### src/verilog/tsic_regs.vh
// register map, field positions and constants of the three-source irq control
`ifndef TSIC_REGS_VH
`define TSIC_REGS_VH

// register indices; byte address is four times the index
`define TSIC_IDX_CONTROL 6'h0B
`define TSIC_IDX_EVENTS 6'h0C
`define TSIC_IDX_EVMASK 6'h0D
`define TSIC_IDX_STACK 6'h0E

// address split: word index above the byte offset
`define TSIC_ADDR_IDX_MSB 7
`define TSIC_ADDR_IDX_LSB 2

// control register fields
`define TSIC_BIT_GIE 0
`define TSIC_BIT_TICK_EN 1
`define TSIC_BIT_TA_EN 2
`define TSIC_BIT_TB_EN 3
`define TSIC_BIT_TICK_PEND 4
`define TSIC_BIT_TA_PEND 5
`define TSIC_BIT_TB_PEND 6
`define TSIC_CONTROL_LIVE_MSB 6
`define TSIC_CONTROL_RESET 8'h00

// event status / mask fields
`define TSIC_EV_ACK 0
`define TSIC_EV_REFUSED 1
`define TSIC_EV_OVERFLOW 2
`define TSIC_EV_W 3
`define TSIC_EV_RESET 3'h0

// stack status fields
`define TSIC_STK_FULL_BIT 3

// service vectors
`define TSIC_VEC_TICK 11'h004
`define TSIC_VEC_TA 11'h008
`define TSIC_VEC_TB 11'h00C
`define TSIC_PC_RESET 11'h000

`define TSIC_STACK_DEPTH 4
`define TSIC_PC_W 11

`endif

### src/verilog/tsic_stack.v
// four-level return stack for program counter values
`timescale 1ns/1ns
`default_nettype none
module tsic_stack #(
	parameter DEPTH = 4,
	parameter W = 11,
	parameter CNT_W = 3
) (
	input wire pclk, // clock
	input wire presetn, // async reset, active low
	input wire push, // push din
	input wire pop, // pop top entry
	input wire [W-1:0] din, // value to push
	output wire [W-1:0] top, // current top entry
	output reg [CNT_W-1:0] count_reg, // occupied entries
	output wire full // all entries occupied
);
	reg [W-1:0] ent_reg [0:DEPTH-1];
	integer i;

	assign top = ent_reg[0];
	assign full = (count_reg == DEPTH[CNT_W-1:0]);

	always @(posedge pclk or negedge presetn) begin
		if (!presetn) begin
			for (i = 0; i < DEPTH; i = i + 1) begin
				ent_reg[i] <= {W{1'b0}};
			end
			count_reg <= {CNT_W{1'b0}};
		end else if (push && !pop) begin
			// push on a full stack drops the oldest entry
			for (i = DEPTH - 1; i > 0; i = i - 1) begin
				ent_reg[i] <= ent_reg[i-1];
			end
			ent_reg[0] <= din;
			if (!full) begin
				count_reg <= count_reg + {{(CNT_W-1){1'b0}}, 1'b1};
			end
		end else if (pop && !push) begin
			for (i = 0; i < DEPTH - 1; i = i + 1) begin
				ent_reg[i] <= ent_reg[i+1];
			end
			ent_reg[DEPTH-1] <= {W{1'b0}};
			if (count_reg != {CNT_W{1'b0}}) begin
				count_reg <= count_reg - {{(CNT_W-1){1'b0}}, 1'b1};
			end
		end else if (push && pop) begin
			// replace top: net depth unchanged
			ent_reg[0] <= din;
		end
	end
endmodule // tsic_stack
`default_nettype wire

### src/verilog/tsic_irq_ctrl.v
// three-source interrupt control with return stack and APB registers
`timescale 1ns/1ns
`default_nettype none
`include "tsic_regs.vh"
module tsic_irq_ctrl #(
	parameter ADDR_W = 8,
	parameter PC_W = `TSIC_PC_W,
	parameter DEPTH = `TSIC_STACK_DEPTH,
	parameter CNT_W = 3
) (
	input wire pclk, // instruction clock
	input wire presetn, // async reset, active low
	input wire psel, // APB select
	input wire penable, // APB access phase
	input wire pwrite, // APB direction, 1 = write
	input wire [ADDR_W-1:0] paddr, // APB byte address
	input wire [31:0] pwdata, // APB write data
	input wire [3:0] pstrb, // APB byte strobes
	output reg [31:0] prdata_reg, // APB read data
	output reg pready_reg, // APB ready
	output reg pslverr_reg, // APB error
	input wire second_clock_phase, // sampling pulse, one every four clocks
	input wire tick_event, // time base event pulse
	input wire timer_a_ovf, // timer A overflow pulse
	input wire timer_b_ovf, // timer B overflow pulse
	input wire call_req, // CPU subroutine call pulse
	input wire subroutine_return, // plain return pulse
	input wire return_and_unmask, // return that re-enables pulse
	input wire [PC_W-1:0] pc_in, // program counter to save
	output reg ack_valid_reg, // vectored call pulse
	output reg [PC_W-1:0] vector_reg, // call target
	output reg ret_valid_reg, // popped address pulse
	output reg [PC_W-1:0] ret_pc_reg, // popped address
	output reg global_irq_enable_reg, // global enable state
	output reg irq_reg // event interrupt, level
);
	localparam ST_IDLE = 1'b0;
	localparam ST_DONE = 1'b1;

	reg state_reg;
	reg state_next;
	reg [7:0] control_reg;
	reg [7:0] control_next;
	reg [`TSIC_EV_W-1:0] events_reg;
	reg [`TSIC_EV_W-1:0] events_next;
	reg [`TSIC_EV_W-1:0] evmask_reg;
	reg [PC_W-1:0] vec_sel;
	reg [31:0] rd_mux;
	reg rd_hit;

	wire [CNT_W-1:0] stk_count;
	wire [PC_W-1:0] stk_top;
	wire stk_full;
	wire [5:0] idx;
	wire aligned;
	wire setup_seen;
	wire complete;
	wire wr_do;
	wire rd_do;
	wire lane0;
	wire pop_any;
	wire gie;
	wire req_tick;
	wire req_ta;
	wire req_tb;
	wire any_req;
	wire ack;
	wire refused;
	wire push;
	wire wr_ctrl;
	wire wr_mask;
	wire rd_events;
	wire grant_tick;
	wire grant_ta;
	wire grant_tb;

	assign idx = paddr[`TSIC_ADDR_IDX_MSB:`TSIC_ADDR_IDX_LSB];
	assign aligned = (paddr[`TSIC_ADDR_IDX_LSB-1:0] == 2'b00);
	assign setup_seen = psel & penable & (state_reg == ST_IDLE);
	assign complete = psel & penable & pready_reg;
	assign wr_do = complete & pwrite & ~pslverr_reg;
	assign rd_do = complete & ~pwrite & ~pslverr_reg;
	assign lane0 = pstrb[0];
	// byte lane 0 carries every 8-bit register
	assign wr_ctrl = wr_do & (idx == `TSIC_IDX_CONTROL) & lane0;
	assign wr_mask = wr_do & (idx == `TSIC_IDX_EVMASK) & lane0;
	assign rd_events = rd_do & (idx == `TSIC_IDX_EVENTS);

	assign pop_any = subroutine_return | return_and_unmask;
	assign gie = control_reg[`TSIC_BIT_GIE];
	assign req_tick = control_reg[`TSIC_BIT_TICK_PEND] &
		control_reg[`TSIC_BIT_TICK_EN];
	assign req_ta = control_reg[`TSIC_BIT_TA_PEND] &
		control_reg[`TSIC_BIT_TA_EN];
	assign req_tb = control_reg[`TSIC_BIT_TB_PEND] &
		control_reg[`TSIC_BIT_TB_EN];
	assign any_req = gie & (req_tick | req_ta | req_tb);
	// hold off while full
	// a pop in the same cycle frees a level only at the next pulse
	assign ack = second_clock_phase & any_req & ~stk_full & ~pop_any;
	assign refused = second_clock_phase & any_req & stk_full;
	assign push = ack | call_req;

	tsic_stack #(
		.DEPTH(DEPTH),
		.W(PC_W),
		.CNT_W(CNT_W)
	) u_stack (
		.pclk(pclk),
		.presetn(presetn),
		.push(push),
		.pop(pop_any),
		.din(pc_in),
		.top(stk_top),
		.count_reg(stk_count),
		.full(stk_full)
	);

	// tick, then A, then B
	// one encoder feeds both the vector and the flag clear,
	// so the call target and the cleared flag always agree
	assign grant_tick = req_tick;
	assign grant_ta = req_ta & ~req_tick;
	assign grant_tb = req_tb & ~req_tick & ~req_ta;

	always @* begin
		if (grant_tick) begin
			vec_sel = `TSIC_VEC_TICK;
		end else if (grant_ta) begin
			vec_sel = `TSIC_VEC_TA;
		end else begin
			vec_sel = `TSIC_VEC_TB;
		end
	end

	// control register next value; hardware sets win over clears
	always @* begin
		control_next = control_reg;
		if (wr_ctrl) begin
			control_next = {1'b0, pwdata[`TSIC_CONTROL_LIVE_MSB:0]};
		end
		if (ack) begin
			control_next[`TSIC_BIT_GIE] = 1'b0;
			if (grant_tick) begin
				control_next[`TSIC_BIT_TICK_PEND] = 1'b0;
			end
			if (grant_ta) begin
				control_next[`TSIC_BIT_TA_PEND] = 1'b0;
			end
			if (grant_tb) begin
				control_next[`TSIC_BIT_TB_PEND] = 1'b0;
			end
		end
		if (return_and_unmask) begin
			control_next[`TSIC_BIT_GIE] = 1'b1;
		end
		if (tick_event) begin
			control_next[`TSIC_BIT_TICK_PEND] = 1'b1;
		end
		if (timer_a_ovf) begin
			control_next[`TSIC_BIT_TA_PEND] = 1'b1;
		end
		if (timer_b_ovf) begin
			control_next[`TSIC_BIT_TB_PEND] = 1'b1;
		end
	end

	// sticky events; a read clears only the bits it returned
	always @* begin
		events_next = events_reg;
		if (rd_events) begin
			events_next = events_reg & ~prdata_reg[`TSIC_EV_W-1:0];
		end
		if (ack) begin
			events_next[`TSIC_EV_ACK] = 1'b1;
		end
		if (refused) begin
			events_next[`TSIC_EV_REFUSED] = 1'b1;
		end
		if (call_req && stk_full && !pop_any) begin
			events_next[`TSIC_EV_OVERFLOW] = 1'b1;
		end
	end

	always @* begin
		rd_mux = 32'h00000000;
		rd_hit = aligned;
		case (idx)
		`TSIC_IDX_CONTROL: begin
			rd_mux[7:0] = control_reg;
		end
		`TSIC_IDX_EVENTS: begin
			rd_mux[`TSIC_EV_W-1:0] = events_reg;
		end
		`TSIC_IDX_EVMASK: begin
			rd_mux[`TSIC_EV_W-1:0] = evmask_reg;
		end
		`TSIC_IDX_STACK: begin
			rd_mux[CNT_W-1:0] = stk_count;
			rd_mux[`TSIC_STK_FULL_BIT] = stk_full;
		end
		default: begin
			rd_hit = 1'b0;
		end
		endcase
	end

	// one wait state: ready rises the cycle after the access phase starts
	always @* begin
		state_next = state_reg;
		case (state_reg)
		ST_IDLE: begin
			if (setup_seen) begin
				state_next = ST_DONE;
			end
		end
		ST_DONE: begin
			state_next = ST_IDLE;
		end
		default: begin
			state_next = ST_IDLE;
		end
		endcase
	end

	always @(posedge pclk or negedge presetn) begin
		if (!presetn) begin
			state_reg <= ST_IDLE;
			pready_reg <= 1'b0;
			pslverr_reg <= 1'b0;
			prdata_reg <= 32'h00000000;
		end else begin
			state_reg <= state_next;
			pready_reg <= setup_seen;
			if (setup_seen) begin
				pslverr_reg <= ~rd_hit |
					(pwrite && idx == `TSIC_IDX_STACK);
				prdata_reg <= (pwrite || !rd_hit) ? 32'h00000000 : rd_mux;
			end else if (complete) begin
				pslverr_reg <= 1'b0;
			end
		end
	end

	always @(posedge pclk or negedge presetn) begin
		if (!presetn) begin
			control_reg <= `TSIC_CONTROL_RESET;
			global_irq_enable_reg <= 1'b0;
		end else begin
			control_reg <= control_next;
			global_irq_enable_reg <= control_next[`TSIC_BIT_GIE];
		end
	end

	always @(posedge pclk or negedge presetn) begin
		if (!presetn) begin
			events_reg <= `TSIC_EV_RESET;
		end else begin
			events_reg <= events_next;
		end
	end

	always @(posedge pclk or negedge presetn) begin
		if (!presetn) begin
			evmask_reg <= `TSIC_EV_RESET;
		end else if (wr_mask) begin
			evmask_reg <= pwdata[`TSIC_EV_W-1:0];
		end
	end

	// follows new events at once; a mask write counts a cycle later
	always @(posedge pclk or negedge presetn) begin
		if (!presetn) begin
			irq_reg <= 1'b0;
		end else begin
			irq_reg <= |(events_next & evmask_reg);
		end
	end

	// vectored call and return outputs
	always @(posedge pclk or negedge presetn) begin
		if (!presetn) begin
			ack_valid_reg <= 1'b0;
			vector_reg <= `TSIC_PC_RESET;
			ret_valid_reg <= 1'b0;
			ret_pc_reg <= `TSIC_PC_RESET;
		end else begin
			ack_valid_reg <= ack;
			if (ack) begin
				vector_reg <= vec_sel;
			end
			ret_valid_reg <= pop_any;
			if (pop_any) begin
				ret_pc_reg <= stk_top;
			end
		end
	end
endmodule // tsic_irq_ctrl
`default_nettype wire

### config.mk
export PLATFORM = sky130hd
export DESIGN_NAME = tsic_irq_ctrl
export DESIGN_NICKNAME = d
export VERILOG_FILES = /design/src/verilog/tsic_stack.v /design/src/verilog/tsic_irq_ctrl.v
export VERILOG_INCLUDE_DIRS = /design/src /design/src/verilog
export SDC_FILE = /design/constraint.sdc
export NUM_CORES = 1
export LEC_CHECK = 0
export BUFFER_PORTS_ARGS = -buffer_cell sky130_fd_sc_hd__buf_2
export CAP_MARGIN = 20
export CORE_UTILIZATION = 25
export CTS_CLUSTER_SIZE = 24
export DETAILED_ROUTE_END_ITERATION = 10
export GPL_ROUTABILITY_DRIVEN = 0
export PLACE_DENSITY = 0.52
export RECOVER_POWER = 25
export SETUP_SLACK_MARGIN = 0.1
export SLEW_MARGIN = 20
export SYNTH_ARGS = -nofsm -noshare
export SYNTH_HDL_FRONTEND = slang
export SYNTH_SLANG_ARGS = --single-unit
export TNS_END_PERCENT = 100
### constraint.sdc
create_clock -name pclk -period 2.4 [get_ports pclk]
set_clock_uncertainty 0.1 [all_clocks]
set_input_delay 0.12 -clock pclk [delete_from_list [all_inputs] [get_ports pclk]]
set_output_delay 0.12 -clock pclk [all_outputs]
set_load 0.01 [all_outputs]
==> out/results.ini <==
[status]
outcome = completed

[synthesis]
synth-simple-area-share = 0.135
yosys_warnings = 0
synthAdderAreaFrac = 0.00462
synth.avg_cell_area_um2 = 10.1
ys_async_sr_fraction = 1.00
synth_compound_area_frac = 0.173
synth.area.mux_share = 0.102
synth_top_family_by_area = compound AO/OA/AOI/OAI gates
synth_edf_count = 0
ys_seq_area_frac = 0.490
synthXorXnorAreaFrac = 0.00202
synth_flop_cell = dfrtp_1
ys_seq_elements = 85
synth_cell_types = 53
syn_area_mm2 = 0.00434
syn_inst = 431

[routing]
vias = 3395
viasPerCell = 4.58
totalWireLength_um = 10200
wl_per_cell_um = 13.8
drtAntennaViolNets = 0
first_iter_violations = 163
drc = 0
drt-pass1-iter-count = 4

[die]
rows = 47
die_x_um = 134
io_pins = 127
die_h_um = 134
fp.dieArea_mm2 = 0.0179
design.core.area_mm2 = 0.0168
start_util = 0.259

[sta]
rsz0062_at_grt = false
tightestPinTransition_ns = 1.07
fmax_mhz = 463
final_max_slew_viol_count = 0
setup_viol = 0
period_share = 0.900
fin_crit_ns = 2.16
maxSlewHeadroom = 0.284
finalHoldViolCount = 0
finalSetupTns_ns = 0

[global_routing]
antenna_found_initial = 0
grt_pass1_vias = 3249
grt_max_degree = 47
grt_pass1_wl_um = 16800
grt_use_total = 0.119
overflow = 0

[cts]
clkTransAtPathRegs_ns = 0.06
clock_latency_ns = 0.34
clockBufferDepth = 2
cts_root_buf = clkbuf_16
cts_tree = built
cts_buffers = 9
h-tree-depth = 3
cts.sinks = 85

[pwr]
powerDensity_mw_per_mm2 = 689
power.static_leakage_nw = 2.49
ir_drop_mv = 0.278

[setup_path]
endpoint_kind = register
crit_path_start_kind = register
cp_data_required_time_ns = 2.52
critical_path_class = reg -> reg
worstPathArrival_ns = 2.28
path_max_fanout = 8

[min_path]
hold_class = in -> reg

[finish]
areaGrowthSynthToFinish_pct = 23.8
final_cell_mix = nand2_1, dfrtp_1, buf_2
fin_util = 0.320
fin_nets = 584
drive_gt1_frac = 0.236
antenna_cells = 0
largest_register_ffs = 33

[place]
dpl.hpwl_um = 7080
io_buffer_count = 64

[flow_run]
cap_violations = 0

[final cells by class]
class	count	area, um2
clock buffer	10	239
clock inverter	6	86.3
fill	1739	11400
inverter	12	45.0
multi-input combinational	312	1970
sequential	85	2130
tap	220	275
timing repair buffer	96	621
[worst max-delay path, cell delays in order (launching register included)]
cell	delay, ns
dfrtp_1	0.48
nor4b_2	0.37
a2111oi_4	0.06
inv_1	0.11
fa_2	0.26
o21ai_2	0.07
a211o_1	0.29
a221o_1	0.31
[layer usage]
layer | GRT usage | part of all wire
met5 | 0 | 0
met1 | 0.160 | 0.47
met2 | 0.186 | 0.47
met4 | 0.0549 | 0.016
met3 | 0.0213 | 0.041
[timing repair]
action | 4_1_cts | 5_1_grt
buffers inserted | 0 | 1
hold buffers | 16 | 0
hold endpoints to repair | 55 | 0
setup endpoints to repair | 0 | 1
resized for setup | 0 | 4
[power breakdown]
part / switching, W / leakage, nW / internal (W) / total [W]
Clock: 0.000561 / 0.158 / 0.000938 / 0.00150
Sequential: 0.0000837 / 1.09 / 0.00153 / 0.00161
Combinational: 0.000341 / 1.23 / 0.000247 / 0.000588
Total: 0.000985 / 2.49 / 0.00271 / 0.00370
[metrics by stage]
step	cell area [um2]	instances	hold slack (ns)	setup WS [ns]	total power [W]
after floorplan	4490	464	-0.276	0.100	0.00202
after global placement	4880	708	0.0437	0.255	0.00220
after detailed placement	4880	708	0.0450	0.226	0.00221
after CTS	5360	740	0.00647	0.208	0.00374
after global routing	5370	741	0.0213	0.121	0.00387
final	5370	741	0.00903	0.239	0.00370
[worst paths after layout]
kind                                                   from                                to  slack, ns  depth (start not counted)
min in group asynchronous                           presetn                 irq_reg$_DFF_PN0_       0.41                          2
max reg2reg                u_stack.count_reg[2]$_DFFE_PN0P_  u_stack.count_reg[2]$_DFFE_PN0P_       0.24                          7
max in group asynchronous                           presetn   u_stack.ent_reg[26]$_DFFE_PN0P_       0.98                          3
max                        u_stack.count_reg[2]$_DFFE_PN0P_  u_stack.count_reg[2]$_DFFE_PN0P_       0.24                          7
min                                                pc_in[4]        u_stack.top[4]$_DFFE_PN0P_      0.009                          3
min reg2reg                       ret_pc_reg[4]$_DFFE_PN0N_         ret_pc_reg[4]$_DFFE_PN0N_       0.36                          2
[Yosys cell counts (2+ instances only)]
master	n	share of area
nor3_1	3	0.0035
mux2_2	6	0.016
nand2_1	80	0.069
a21boi_0	2	0.0035
a22o_1	7	0.014
dfrtp_1	85	0.49
clkbuf_1	5	0.0043
or3_1	2	0.0029
inv_1	11	0.0095
a32oi_1	3	0.0061
buf_2	12	0.014
mux2i_1	36	0.083
a222oi_1	4	0.0092
nor2b_1	3	0.0043
buf_1	3	0.0026
buf_4	34	0.059
nand4_1	2	0.0029
nor4b_1	3	0.0061
a22oi_1	23	0.040
o31ai_1	2	0.0035
nor4_2	2	0.0058
a21oi_1	7	0.0081
or2_2	2	0.0029
nand3b_1	2	0.0035
o21ai_0	52	0.060
nor2_1	10	0.0087
o21bai_1	4	0.0069
[kinds of logic (layout without fill, tap and decap cells)]
group | after synthesis | count (layout)
AO/OA/AOI/OAI | 114 | 114
flip-flops | 85 | 85
adder cells (fa/ha/maj) | 1 | 1
other | 1 | 34
multiplexers | 43 | 43
buffers and inverters | 67 | 124
XOR/XNOR | 1 | 1
AND/OR/NAND/NOR | 119 | 119
(Power assumes the default switching activity.)
